`src/charger_consts.svh`:
```
// constants for the charge state sequencer
`ifndef CHARGER_CONSTS_SVH
`define CHARGER_CONSTS_SVH
`define TIMER_WIDTH 14
`define TIMER_TERMINAL 14'h3fff
`define TIMER_ZERO 14'h0000
`define CODE_TRICKLE 2'h0
`define CODE_BULK 2'h1
`define CODE_OVER 2'h2
`define CODE_TOPOFF 2'h3
`define ADDR_STATUS 4'h0
`define ADDR_IRQ_STATUS 4'h1
`define ADDR_IRQ_CLEAR 4'h2
`define ADDR_IRQ_ENABLE 4'h3
`define ADDR_TIMER 4'h4
`define ADDR_CONTROL 4'h5
`define IRQ_BITS 3
`define IRQ_START 0
`define IRQ_OVER 1
`define IRQ_SHUTDOWN 2
`define ENABLE_RESET 3'h0
`define CONTROL_RESET 1'h0
`endif

```
`src/charger_pkg.sv`:
```
// types for the charge state sequencer
package charger_pkg;
  typedef enum logic [4:0] {
    st_idle = 5'b0_0001,
    st_trickle = 5'b0_0010,
    st_bulk = 5'b0_0100,
    st_over = 5'b0_1000,
    st_shutdown = 5'b1_0000
  } charge_state_type;
endpackage : charger_pkg

```
`src/sync_two_flop.sv`:
```
// two flip-flop synchroniser for a vector of pin inputs
`timescale 1ns/10ps
module sync_two_flop #(
  parameter int WIDTH = 1
) (
  input wire logic clk_i,
  input wire logic rst_i,
  input wire logic [WIDTH-1:0] async_i,
  output logic [WIDTH-1:0] sync_o
);
  logic [WIDTH-1:0] first_reg;

  always_ff @(posedge clk_i)
  begin
    if (rst_i)
    begin
      first_reg <= '0;
      sync_o <= '0;
    end
    else
    begin
      first_reg <= async_i;
      sync_o <= first_reg;
    end
  end
endmodule : sync_two_flop

```
`src/charge_state_sequencer.sv`:
```
// charge state sequencer with wishbone status and interrupt registers
`timescale 1ns/10ps
`include "charger_consts.svh"
module charge_state_sequencer
  import charger_pkg::*;
(
  input wire logic clk_i,
  input wire logic rst_i,
  input wire logic charge_request_i,
  input wire logic low_battery_sense_i,
  input wire logic battery_sense_at_95_i,
  input wire logic battery_current_above_min_i,
  input wire logic supply_good_i,
  input wire logic timer_ramp_i,
  output logic charge_request_o,
  output logic charge_request_oe_o,
  output logic state_code_lsb_o,
  output logic state_code_lsb_oe_o,
  output logic state_code_msb_o,
  output logic state_code_msb_oe_o,
  output logic current_loop_force_high_o,
  output logic voltage_loop_enable_o,
  output logic trickle_current_enable_o,
  output logic voltage_loop_select_o,
  output logic pwm_ramp_enable_o,
  output logic switching_enable_o,
  output logic timer_ramp_enable_o,
  input wire logic wb_cyc_i,
  input wire logic wb_stb_i,
  input wire logic wb_we_i,
  input wire logic [5:2] wb_adr_i,
  input wire logic [31:0] wb_dat_i,
  input wire logic [3:0] wb_sel_i,
  output logic [31:0] wb_dat_o,
  output logic wb_ack_o,
  output logic irq_o
);
  charge_state_type state_reg;
  charge_state_type state_next;
  logic [5:0] sync_in;
  logic req_s;
  logic low_batt_s;
  logic at_95_s;
  logic above_min_s;
  logic supply_s;
  logic ramp_s;
  logic req_prev_reg;
  logic ramp_prev_reg;
  logic req_edge;
  logic ramp_tick;
  logic [`TIMER_WIDTH-1:0] timer_reg;
  logic timer_done;
  logic [1:0] code_next;
  logic [`IRQ_BITS-1:0] irq_status_reg;
  logic [`IRQ_BITS-1:0] irq_enable_reg;
  logic [`IRQ_BITS-1:0] irq_event;
  logic hold_request_reg;
  logic wb_req;
  logic wb_write;
  logic [31:0] read_value;

  function automatic logic reg_hit(input logic [5:2] adr,
                                   input logic [3:0] sel);
    reg_hit = (wb_adr_i == adr) && sel[0];
  endfunction : reg_hit

  sync_two_flop #(.WIDTH(6)) sync_inst (
    .clk_i(clk_i),
    .rst_i(rst_i),
    .async_i({charge_request_i, low_battery_sense_i, battery_sense_at_95_i,
              battery_current_above_min_i, supply_good_i, timer_ramp_i}),
    .sync_o(sync_in)
  );
  assign {req_s, low_batt_s, at_95_s, above_min_s, supply_s, ramp_s} = sync_in;

  always_ff @(posedge clk_i)
  begin
    if (rst_i)
    begin
      req_prev_reg <= 1'b0;
      ramp_prev_reg <= 1'b0;
    end
    else
    begin
      req_prev_reg <= req_s;
      ramp_prev_reg <= ramp_s;
    end
  end

  assign req_edge = req_s && !req_prev_reg;
  assign ramp_tick = ramp_s && !ramp_prev_reg;
  assign timer_done = (timer_reg == `TIMER_TERMINAL);

  always_comb
  begin
    state_next = state_reg;
    case (state_reg)
      st_idle, st_shutdown:
      begin
        if (req_edge)
          state_next = low_batt_s ? st_trickle : st_bulk;
      end
      st_trickle:
      begin
        if (!low_batt_s)
          state_next = st_bulk;
      end
      st_bulk:
      begin
        if (low_batt_s)
          state_next = st_trickle;
        else if (at_95_s)
          state_next = st_over;
      end
      st_over:
      begin
        if (timer_done)
          state_next = st_shutdown;
      end
      default: state_next = st_idle;
    endcase
  end

  always_ff @(posedge clk_i)
  begin
    if (rst_i)
      state_reg <= st_idle;
    else
      state_reg <= state_next;
  end

  always_ff @(posedge clk_i)
  begin
    if (rst_i)
      timer_reg <= `TIMER_ZERO;
    else if (req_edge)
      timer_reg <= `TIMER_ZERO;
    else if (state_reg == st_over && ramp_tick && !timer_done)
      timer_reg <= timer_reg + 1'b1;
  end

  always_comb
  begin
    case (state_next)
      st_trickle: code_next = `CODE_TRICKLE;
      st_bulk: code_next = `CODE_BULK;
      st_over: code_next = above_min_s ? `CODE_TOPOFF : `CODE_OVER;
      default: code_next = `CODE_TRICKLE;
    endcase
  end

  always_ff @(posedge clk_i)
  begin
    if (rst_i)
    begin
      state_code_lsb_o <= 1'b0;
      state_code_lsb_oe_o <= 1'b1;
      state_code_msb_o <= 1'b0;
      state_code_msb_oe_o <= 1'b1;
    end
    else
    begin
      // open drain pulls low for zero
      state_code_lsb_o <= 1'b0;
      state_code_msb_o <= 1'b0;
      state_code_lsb_oe_o <= !code_next[0];
      state_code_msb_oe_o <= !code_next[1];
    end
  end

  always_ff @(posedge clk_i)
  begin
    if (rst_i)
    begin
      charge_request_o <= 1'b0;
      charge_request_oe_o <= 1'b0;
      current_loop_force_high_o <= 1'b0;
    end
    else
    begin
      charge_request_o <= 1'b0;
      charge_request_oe_o <= (state_next == st_shutdown) || hold_request_reg;
      current_loop_force_high_o <= (state_next == st_shutdown);
    end
  end

  always_ff @(posedge clk_i)
  begin
    if (rst_i)
    begin
      voltage_loop_enable_o <= 1'b0;
      trickle_current_enable_o <= 1'b0;
      voltage_loop_select_o <= 1'b0;
    end
    else
    begin
      voltage_loop_enable_o <= (state_next != st_trickle);
      trickle_current_enable_o <= (state_next == st_trickle);
      voltage_loop_select_o <= (state_next == st_over);
    end
  end

  always_ff @(posedge clk_i)
  begin
    if (rst_i)
    begin
      pwm_ramp_enable_o <= 1'b0;
      switching_enable_o <= 1'b0;
      timer_ramp_enable_o <= 1'b0;
    end
    else
    begin
      pwm_ramp_enable_o <= (state_next != st_idle)
                           && (state_next != st_shutdown);
      switching_enable_o <= supply_s && (state_next != st_idle)
                            && (state_next != st_shutdown);
      timer_ramp_enable_o <= (state_next == st_over);
    end
  end

  // interrupt events: start, overcharge entry, shutdown entry
  assign irq_event[`IRQ_START] = req_edge;
  assign irq_event[`IRQ_OVER] = (state_next == st_over)
                                && (state_reg != st_over);
  assign irq_event[`IRQ_SHUTDOWN] = (state_next == st_shutdown)
                                    && (state_reg != st_shutdown);

  assign wb_req = wb_cyc_i && wb_stb_i && !wb_ack_o;
  // writes land on the edge where the master sees ack
  assign wb_write = wb_cyc_i && wb_stb_i && wb_we_i && wb_ack_o;

  always_ff @(posedge clk_i)
  begin
    if (rst_i)
      irq_status_reg <= '0;
    else if (wb_write && reg_hit(`ADDR_IRQ_CLEAR, wb_sel_i))
      irq_status_reg <= (irq_status_reg & ~wb_dat_i[`IRQ_BITS-1:0])
                        | irq_event;
    else
      irq_status_reg <= irq_status_reg | irq_event;
  end

  always_ff @(posedge clk_i)
  begin
    if (rst_i)
    begin
      irq_enable_reg <= `ENABLE_RESET;
      hold_request_reg <= `CONTROL_RESET;
    end
    else if (wb_write && reg_hit(`ADDR_IRQ_ENABLE, wb_sel_i))
      irq_enable_reg <= wb_dat_i[`IRQ_BITS-1:0];
    else if (wb_write && reg_hit(`ADDR_CONTROL, wb_sel_i))
      hold_request_reg <= wb_dat_i[0];
  end

  always_ff @(posedge clk_i)
  begin
    if (rst_i)
      irq_o <= 1'b0;
    else
      irq_o <= |(irq_status_reg & irq_enable_reg);
  end

  always_comb
  begin
    read_value = 32'h0000_0000;
    case (wb_adr_i)
      `ADDR_STATUS: read_value = {22'h00_0000, state_reg,
                                  !state_code_msb_oe_o, !state_code_lsb_oe_o,
                                  supply_s, low_batt_s, at_95_s};
      `ADDR_IRQ_STATUS: read_value = {29'h0000_0000, irq_status_reg};
      `ADDR_IRQ_ENABLE: read_value = {29'h0000_0000, irq_enable_reg};
      `ADDR_TIMER: read_value = {18'h0_0000, timer_reg};
      `ADDR_CONTROL: read_value = {31'h0000_0000, hold_request_reg};
      default: read_value = 32'h0000_0000;
    endcase
  end

  always_ff @(posedge clk_i)
  begin
    if (rst_i)
    begin
      wb_ack_o <= 1'b0;
      wb_dat_o <= 32'h0000_0000;
    end
    else
    begin
      wb_ack_o <= wb_req;
      wb_dat_o <= (wb_req && !wb_we_i) ? read_value : 32'h0000_0000;
    end
  end
endmodule : charge_state_sequencer

```
`config.mk`:
```
export PLATFORM = sky130hd
export DESIGN_NAME = charge_state_sequencer
export DESIGN_NICKNAME = d
export VERILOG_FILES = /design/src/charger_pkg.sv /design/src/sync_two_flop.sv /design/src/charge_state_sequencer.sv
export VERILOG_INCLUDE_DIRS = /design/src
export SDC_FILE = /design/constraint.sdc
export NUM_CORES = 1
export LEC_CHECK = 0
export BUFFER_PORTS_ARGS = -buffer_cell sky130_fd_sc_hd__buf_2
export CAP_MARGIN = 0
export CORE_MARGIN = 4
export CORE_UTILIZATION = 49
export DETAILED_ROUTE_END_ITERATION = 6
export PLACE_DENSITY = 0.79
export SLEW_MARGIN = 5
export SYNTH_ARGS = -nofsm -noshare
export SYNTH_HDL_FRONTEND = slang
export SYNTH_SLANG_ARGS = --single-unit
```
`constraint.sdc`:
```
create_clock -name clk_i -period 2.3 [get_ports clk_i]
set_input_delay 0.23 -clock clk_i [delete_from_list [all_inputs] [get_ports clk_i]]
set_output_delay 0.23 -clock clk_i [all_outputs]
set_load 0.05 [all_outputs]
```
# --- After elaboration in Yosys (flattened, before gate mapping) ---
# Cells that the tools add are included.
# W data, S select, Z words.
word_totals:
  ff_bits: 83
  inputBits: 51
  out_inout_bits: 47
  word_cells: 96
op_classes:
  n_addsub: 1
  n_eq_ne: 20
  n_mux: 11
  n_bitwise: 7
  reduce_logical: 36
ops:
  columns: ["operator", "count"]
  rows:
  - ["$pmux W14 S5", 1]
  - ["$mux W5", 5]
  - ["$logic_and A1 B1 Y1", 20]
  - ["$pmux W5 S4", 1]
  - ["$add A14 B1 Y14 const B", 1]
  - ["$eq A14 B14 Y1 const B", 1]
  - ["$eq A5 B2 Y1 const B", 2]
  - ["$eq A5 B3 Y1 const B", 2]
  - ["$eq A5 B4 Y1 const B", 2]
  - ["$eq A5 B5 Y1 const B", 2]
  - ["$ne A5 B5 Y1 const B", 2]
  - ["$logic_not A1 Y1", 9]
  - ["$eq A4 B2 Y1 const B", 2]
  - ["$eq A4 B3 Y1 const B", 2]
  - ["$and A3 B3 Y3", 2]
  - ["$mux W3", 2]
  - ["$or A3 B3 Y3", 2]
  - ["$reduce_or A2 Y1", 3]
  - ["$eq A5 B1 Y1 const B", 1]
  - ["$ne A5 B1 Y1 const B", 1]
  - ["$ne A5 B2 Y1 const B", 1]
  - ["$ne A5 B4 Y1 const B", 1]
  - ["$eq A4 B1 Y1 const B", 1]
  - ["$logic_not A4 Y1", 1]
  - ["other kinds (7)", 8]

# --- Depth between registers and ports, before layout ---
# Gate-level depths: netlist of run 1.
logic_depth:
  depth_word: 8
  ltp_mapped: 6

# --- Modules after synthesis ---
# A second synthesis of run 1 with hierarchy kept.
hier_totals:
  hier_cells: 295
  area_unflattened_um2: 2827.7
modules_own_cells:
  columns: ["module", "instances", "cells_per_inst", "area_per_inst_um2", "seq_area_each_um2"]
  rows:
  - ["charge_state_sequencer", 1, 270, 2461.1, 1061.0]
  - ["sync_two_flop", 1, 25, 366.6, 240.2]

# --- Worst setup path after synthesis of run 1 ---
# No wires, ideal clock.
synth_path:
  path_kind: "reg-to-reg"
  startpoint: "reg timer_reg[0]"
  endpoint: "reg state_reg[3]"
  arrival_time_ns: 1.655
  t_required_ns: 2.185
  path_slack_ns: 0.530
  path_stages_with_launch: 7
  path_buffers: 1
  synth_period_minus_slack_ns: 1.770
  path_cell_list: "dfxtp_1 -> ha_1 -> nand3_1 -> nor4_2 -> buf_2 -> o21ai_0 -> and2_1"
synth_via:
  elab_chain_cells: 3
synth_rtl:
  columns: ["element", "line", "rtl"]
  rows:
  - ["from (decl)", "charge_state_sequencer.sv:51", "logic [`TIMER_WIDTH-1:0] timer_reg;"]
  - ["from (signal assigned)", "charge_state_sequencer.sv:135", "timer_reg <= `TIMER_ZERO;"]
  - ["from (signal assigned)", "charge_state_sequencer.sv:137", "timer_reg <= `TIMER_ZERO;"]
  - ["from (signal assigned)", "charge_state_sequencer.sv:139", "timer_reg <= timer_reg + 1'b1;"]
  - ["$eq A14 B14 Y1 (no source line)", null, null]
  - ["$mux W5", "charge_state_sequencer.sv:117", "if (timer_done)"]
  - ["$pmux W5 S4", "charge_state_sequencer.sv:97", "case (state_reg)"]
  - ["to (signal assigned)", "charge_state_sequencer.sv:127", "state_reg <= st_idle;"]
  - ["to (signal assigned)", "charge_state_sequencer.sv:129", "state_reg <= state_next;"]
  - ["to (decl)", "charge_state_sequencer.sv:38", "charge_state_type state_reg;"]
# Every way passes these cells.
# A chain may end at the register's enable or synchronous reset.

# --- Final worst setup path of run 1 ---
layout_path:
  startpoint: "reg state_reg[1]"
  endpoint: "reg timer_reg[5]"
layout_via:
  elab_chain_cells: 3
layout_rtl:
  columns: ["element", "line", "rtl"]
  rows:
  - ["$eq A5 B4 Y1", "charge_state_sequencer.sv:138", "else if (state_reg == st_over && ramp_tick && !timer_done)"]
  - ["$logic_and A1 B1 Y1 (2 in series)", "charge_state_sequencer.sv:138", null]
# Every way passes these cells.

==> results.txt, run 1 <==
Ys flop type: dfxtp_1
Synth top area share: 47.2%
ANT nets after route: 0
Post-synthesis cell type count: 47
Via count: 2,262
Post-synthesis register bit count: 65
Worst VDD drop: 0.501 mV
Worst reg2reg setup slack: 0.24 ns
Total track usage: 17.3%
Final core occ: 58.0%
Min-Delay Path Class: input port to register
NumNets Final: 396
Setup TNS: 0 ns
Setup Skew: 0.00502 ns
Most common cell in the netlist: dfxtp_1
# rows: 27
Finished Cell Area: 0.00317 mm^2
Critical path's slowest cell: or4_1
Synth cell count leaders: dfxtp_1 (65), buf_4 (22), nor2_1 (19), nor2b_1 (19)
Crit path to: timer_reg[5]
Final Hold Viols: 0
Delay of the slowest critical-path stage: 0.58 ns
Initial antenna violation count: 0
Area after DPL: 0.00298 mm^2
Vias in the first global route: 2,079
Tcrit/Tclk final: 89.4%
Die X: 83.0 um
DIE AREA: 0.00689 mm^2
Crit-path cells: nor4_4 > nand4_1 > or4_1 > a21oi_1
Power Dens Cells: 733 mW/mm^2
Slew at the pin closest to its max-slew limit: 0.714 ns
I/O Pins: 98
Sink Count: 65
Final worst setup slack: 0.245 ns
Worst slew margin: 52.1%
Final WL: 5870 um
Worst reg-to-reg path cell count: 4
Clock latency on the worst-skew pair: 0.34 ns
Final Critical Period: 2.06 ns
Clock Tree Root: clkbuf_8
CTS resizes: 0
Routability cong.: 0.903
Worst-path clk slew: 0.07 ns
Filler cells: 508
Async SR Flop Fraction: 0%
Crit Path Class: register to register
Critical Path Fanout Max: 11
Largest net degree at the start of global routing: 33
Leakage: 1.30 nW
Unrepaired setup endpoints after global routing: no
Sequential cell area fraction in the yosys report: 47.2%
PortBufs: 44
Worst path depth: 4
Wire length of the first global-routing pass: 9520 um
Setup bufs post-CTS: 0
Buf+Inv Stages, Crit Path: 0
N_diodes: 0
Starting density of the core: 50.4%
Syn_area_per_cell: 9.32 um^2
Vias per cell: 5.37
# DRC: 0
Outcome: finished clean
Dominant cell type by area after synthesis: dfxtp_1
Wire length per cell: 13.9 um
Layout overhead on the synthesized area: 15.1%
CTS tree: yes
Proportion of layout cells with a drive suffix above 1: 21.8%
1st-pass router iterations: 4
CTS buffer count: 9
Fmax: 0.487 GHz
Post-Syn Area: 0.00276 mm^2
Count of final setup violators: 0
Synth warn: 0
Arr. time, crit path: 2.32 ns
Crit path max-delay family: simple AND/OR/NAND/NOR gates
Die Ht: 83.0 um
Post-Place Worst Slack: 0.277 ns
Worst path required time: 2.57 ns
DP HPWL: 4280 um
Reg-to-reg endpoint: timer_reg[5]
CTS Hold Buffers Added: 0
Post-synth EDFFs: 0
Max-Cap Viols: 0
Worst r2r src: state_reg[1]
Max Buffers Root-to-Sink: 2
Crit. End Element: register
Remaining global-route overflow: 0
Core area: 0.00547 mm^2
Post-Synthesis Cells: 296
Worst setup SP type: register
H-tree depth: 3
DRT iter0 DRCs: 163
Crit path from: state_reg[1]
Top cells by area, synth: dfxtp_1 (47%), buf_4 (6.0%), nor2b_1 (4.3%), a21oi_1 (2.9%), nor2_1 (2.6%)
Fin. max-slew vios: 0
[worst min path at each step]
stage / slack (ns) / depth (start not counted) / to / from
floorplan: 0.33 / 1 / irq_status_reg[0] / wb_dat_i[0]
global placement: 0.42 / 1 / sync_inst.sync_o[1] / sync_inst.first_reg[1]
detailed placement: 0.43 / 1 / sync_inst.sync_o[4] / sync_inst.first_reg[4]
CTS: 0.07 / 2 / sync_inst.first_reg[4] / low_battery_sense_i
global route: 0.06 / 2 / sync_inst.first_reg[4] / low_battery_sense_i
finish: 0.09 / 2 / sync_inst.first_reg[4] / low_battery_sense_i
[logic make-up (layout without fill, tap and decap cells)]
| kind of cell | count (synthesis) | after routing | synth area share [%] |
|---|---|---|---|
| AO/OA/AOI/OAI | 54 | 54 | 12.7 |
| other | 1 | 21 | 0.136 |
| AND/OR/NAND/NOR | 124 | 124 | 26.1 |
| buffers and inverters | 39 | 72 | 9.07 |
| adder cells (fa/ha/maj) | 1 | 1 | 0.453 |
| flip-flops | 65 | 65 | 47.2 |
| XOR/XNOR | 2 | 2 | 0.635 |
| multiplexers | 10 | 10 | 3.76 |
[routing by layer]
metal	up-vias	part of all wire [%]	global-route usage (%)
met5	-	0	0
met4	0	1.9	8.77
met3	13	7.1	5.85
met2	82	46	27.3
met1	1036	45	20.9
li1	1131	-	-
[layout make-up]
type	count	area (um^2)	share of cell area [%]
Multi-Input combinational cell	212	1290	40.6
Clock inverter	7	71.3	2.25
Clock buffer	9	124	3.90
Tap cell	72	90.1	2.84
Inverter	3	11.3	0.355
Sequential cell	65	1300	41.0
Timing Repair Buffer	53	288	9.07
[stage by stage]
step                instances  hold slack (ns)  power, mW
finish                    421           0.0901       2.33
global route              421           0.0611       2.43
CTS                       421           0.0711       2.35
detailed placement        405            0.427       1.41
global placement          405            0.417       1.41
floorplan                 316            0.331       1.39
[power breakdown]
| part | internal [mW] | switching (mW) | total (mW) |
|---|---|---|---|
| Clock | 0.497 | 0.440 | 0.937 |
| Sequential | 1.15 | 0.0116 | 1.16 |
| Combinational | 0.0581 | 0.171 | 0.229 |
[cells in the final DEF (no fill, tap or decap), types with 8 or more instances in the layout]
cell / instances
dfxtp_1: 65
nand3_1: 9
nand2_1: 16
nor2_1: 19
nor2b_1: 19
clkbuf_8: 9
a21oi_1: 16
conb_1: 21
nand4_1: 9
o21ai_0: 9
buf_4: 9
buf_2: 44
or4_1: 8
and3_1: 10
Power figures use the tool's default switching activity.
==> run 2, diff against run 1 <==
--- a/config.mk
+++ b/config.mk
@@ -6,12 +6,13 @@
 export SDC_FILE = /design/constraint.sdc
 export NUM_CORES = 1
 export LEC_CHECK = 0
+export ABC_AREA = 1
 export BUFFER_PORTS_ARGS = -buffer_cell sky130_fd_sc_hd__buf_2
 export CAP_MARGIN = 0
 export CORE_MARGIN = 4
-export CORE_UTILIZATION = 49
+export CORE_UTILIZATION = 50
 export DETAILED_ROUTE_END_ITERATION = 6
-export PLACE_DENSITY = 0.79
+export PLACE_DENSITY = 0.76
 export SLEW_MARGIN = 5
 export SYNTH_ARGS = -nofsm -noshare
 export SYNTH_HDL_FRONTEND = slang
==> results.txt, run 2 <==
Wire length of the first global-routing pass: 10,500 um (was 9520 um)
Area after DPL: 0.00315 mm^2 (was 0.00298 mm^2)
Wire length per cell: 12.1 um (was 13.9 um)
# DRC: 0 (unchanged)
DRT iter0 DRCs: 184 (was 163)
Setup Skew: 0.00891 ns (was 0.00502 ns)
Proportion of layout cells with a drive suffix above 1: 19.2% (was 21.8%)
Die Ht: 85.1 um (was 83.0 um)
Post-Place Worst Slack: 0.619 ns (was 0.277 ns)
CTS resizes: 0 (unchanged)
Worst-path clk slew: 0.07 ns (about the same)
Sink Count: 65 (unchanged)
Finished Cell Area: 0.00334 mm^2 (was 0.00317 mm^2)
Total track usage: 18.2% (was 17.3%)
H-tree depth: 3 (unchanged)
CTS Hold Buffers Added: 0 (unchanged)
Worst setup SP type: register (unchanged)
NumNets Final: 506 (was 396)
Crit. End Element: register (unchanged)
Buf+Inv Stages, Crit Path: 1 (was 0)
ANT nets after route: 0 (unchanged)
Via count: 2,578 (was 2,262)
Outcome: finished clean (unchanged)
Worst path required time: 2.58 ns (was 2.57 ns)
Post-synthesis cell type count: 31 (was 47)
Top cells by area, synth: dfxtp_1 (44%), nand2_1 (12%), nor2_1 (6.4%), inv_1 (5.9%), buf_4 (5.8%) (was dfxtp_1 (47%), buf_4 (6.0%), nor2b_1 (4.3%), a21oi_1 (2.9%), nor2_1 (2.6%))
CTS buffer count: 9 (unchanged)
Syn_area_per_cell: 7.27 um^2 (was 9.32 um^2)
Min-Delay Startpoint: timer_ramp_i (was low_battery_sense_i)
Delay of the slowest critical-path stage: 0.37 ns (was 0.58 ns)
Post-Synthesis Cells: 409 (was 296)
1st-pass router iterations: 4 (unchanged)
Most common cell in the netlist: nand2_1 (was dfxtp_1)
Commonest cells after routing, fill and taps aside: nand2_1 (94), dfxtp_1 (65), nor2_1 (51) (was dfxtp_1 (65), buf_2 (44), conb_1 (21))
Routability cong.: 0.907 (was 0.903)
Critical Path Fanout Max: 14 (was 11)
Setup TNS: 0 ns (unchanged)
Filler cells: 568 (was 508)
Async SR Flop Fraction: 0% (unchanged)
Synth warn: 0 (unchanged)
Max-Cap Viols: 0 (unchanged)
Final Critical Period: 1.69 ns (was 2.06 ns)
I/O Pins: 98 (unchanged)
Synth top area share: 43.8% (was 47.2%)
Layout overhead on the synthesized area: 12.3% (was 15.1%)
Core area: 0.00564 mm^2 (was 0.00547 mm^2)
Worst VDD drop: 0.461 mV (was 0.501 mV)
Clock latency on the worst-skew pair: 0.34 ns (about the same)
Crit path max-delay family: simple AND/OR/NAND/NOR gates (unchanged)
Critical path's slowest cell: dfxtp_1 (was or4_1)
Vias in the first global route: 2,381 (was 2,079)
Non-Filler Instances: 530 (was 421)
Initial antenna violation count: 0 (unchanged)
Crit Path Class: register to register (unchanged)
Final WL: 6410 um (was 5870 um)
Fmax: 0.590 GHz (was 0.487 GHz)
Post-Syn Area: 0.00297 mm^2 (was 0.00276 mm^2)
DIE AREA: 0.00725 mm^2 (was 0.00689 mm^2)
Ys flop type: dfxtp_1 (unchanged)
Setup bufs post-CTS: 0 (unchanged)
N_diodes: 0 (unchanged)
Unrepaired setup endpoints after global routing: no (unchanged)
Sequential cell area fraction in the yosys report: 43.8% (was 47.2%)
Synth cell count leaders: nand2_1 (94), dfxtp_1 (65), nor2_1 (51) (was dfxtp_1 (65), buf_4 (22), nor2_1 (19), nor2b_1 (19))
Final worst setup slack: 0.606 ns (was 0.245 ns)
Max Buffers Root-to-Sink: 2 (unchanged)
# rows: 27 (unchanged)
Die X: 85.1 um (was 83.0 um)
Power Dens Cells: 704 mW/mm^2 (was 733 mW/mm^2)
Post-synthesis register bit count: 65 (unchanged)
Starting density of the core: 52.7% (was 50.4%)
Cells after DPL: 515 (was 405)
DP HPWL: 4800 um (was 4280 um)
Worst slew margin: 63.8% (was 52.1%)
Worst r2r src: timer_reg[0] (was state_reg[1])
Arr. time, crit path: 1.97 ns (was 2.32 ns)
Crit-path cells: ha_1 > nand3_2 > inv_2 > nand2_1 > nor2_2 > nor2_4 > nand2_1 > a21oi_1 (was nor4_4 > nand4_1 > or4_1 > a21oi_1)
Count of final setup violators: 0 (unchanged)
Min-Delay Path Class: input port to register (unchanged)
Slew at the pin closest to its max-slew limit: 0.542 ns (was 0.714 ns)
Dominant cell type by area after synthesis: dfxtp_1 (unchanged)
Crit path from: timer_reg[0] (was state_reg[1])
Worst path most repeated cell: nand2_1
Vias per cell: 4.86 (was 5.37)
Final Hold Viols: 0 (unchanged)
Remaining global-route overflow: 0 (unchanged)
Leakage: 1.47 nW (was 1.30 nW)
Commonest non-fill, non-tap cell in the layout: nand2_1 (was dfxtp_1)
Tcrit/Tclk final: 73.7% (was 89.4%)
Fin. max-slew vios: 0 (unchanged)
PortBufs: 44 (unchanged)
Largest net degree at the start of global routing: 26 (was 33)
Post-synth EDFFs: 0 (unchanged)
CTS tree: yes (unchanged)
Clock Tree Root: clkbuf_8 (unchanged)
Total power: 2.35 mW (was 2.33 mW)
-- run 2: metrics by stage --
| step | hold slack [ns] | util, % |
|---|---|---|
| 3_3_place_gp | 0.389 | 55.8 |
| 2_1_floorplan | 0.337 | - |
| 5_1_grt | 0.0791 | 59.2 |
| 6_report | 0.0833 | 59.2 |
| 4_1_cts | 0.0691 | 59.2 |
| 3_5_place_dp | 0.398 | 55.8 |
-- run 2: tightest hold or removal path: cells and delay by family --
kind / cells / cell delay (ns)
buffers and inverters: 2 / 0.13
AND/OR/NAND/NOR: 1 / 0.03
-- run 2: area by class of cell --
cell class              count  area (um^2)  share of cell area (%)
well taps                  72         90.1                    2.70
repair buffers             46          235                    7.04
flip-flops and latches     65         1300                    39.0
multi-input cells         283         1340                    40.0
clock buffers               9          124                    3.71
clock inverters             6         68.8                    2.06
inverters                  49          184                    5.51
-- run 2: kinds of logic after synthesis --
logic type      Yosys count  share of synthesized area, %
other cells               1                         0.126
buf+inv                  81                          13.8
fa+ha+maj                 1                         0.421
xor+xnor                  5                          1.47
compound gates           42                          7.99
flops                    65                          43.8
simple gates            214                          32.4
-- run 2: where the power goes --
| group | total (mW) | internal, mW | switching [mW] |
|---|---|---|---|
| combinational | 0.243 | 0.0482 | 0.195 |
| sequential | 1.17 | 1.15 | 0.0161 |
| clock | 0.942 | 0.499 | 0.444 |
| total | 2.35 | 1.70 | 0.655 |
-- run 2: final timing paths --
path | end | slack, ns | depth (start not counted)
setup / recovery | timer_reg[0] | 0.61 | 8
hold / removal | sync_inst.first_reg[0] | 0.08 | 3
setup reg to reg | timer_reg[0] | 0.61 | 8
hold reg to reg | sync_inst.sync_o[3] | 0.41 | 2
-- run 2: layer usage --
layer / vias to the layer above / GRT usage (%) / share of wire, %
li1: 1333 / - / -
met1: 1171 / 21.3 / 43
met2: 66 / 31.4 / 51
met3: 8 / 6.50 / 4.7
met4: 0 / 4.60 / 0.90
met5: - / 0 / 0
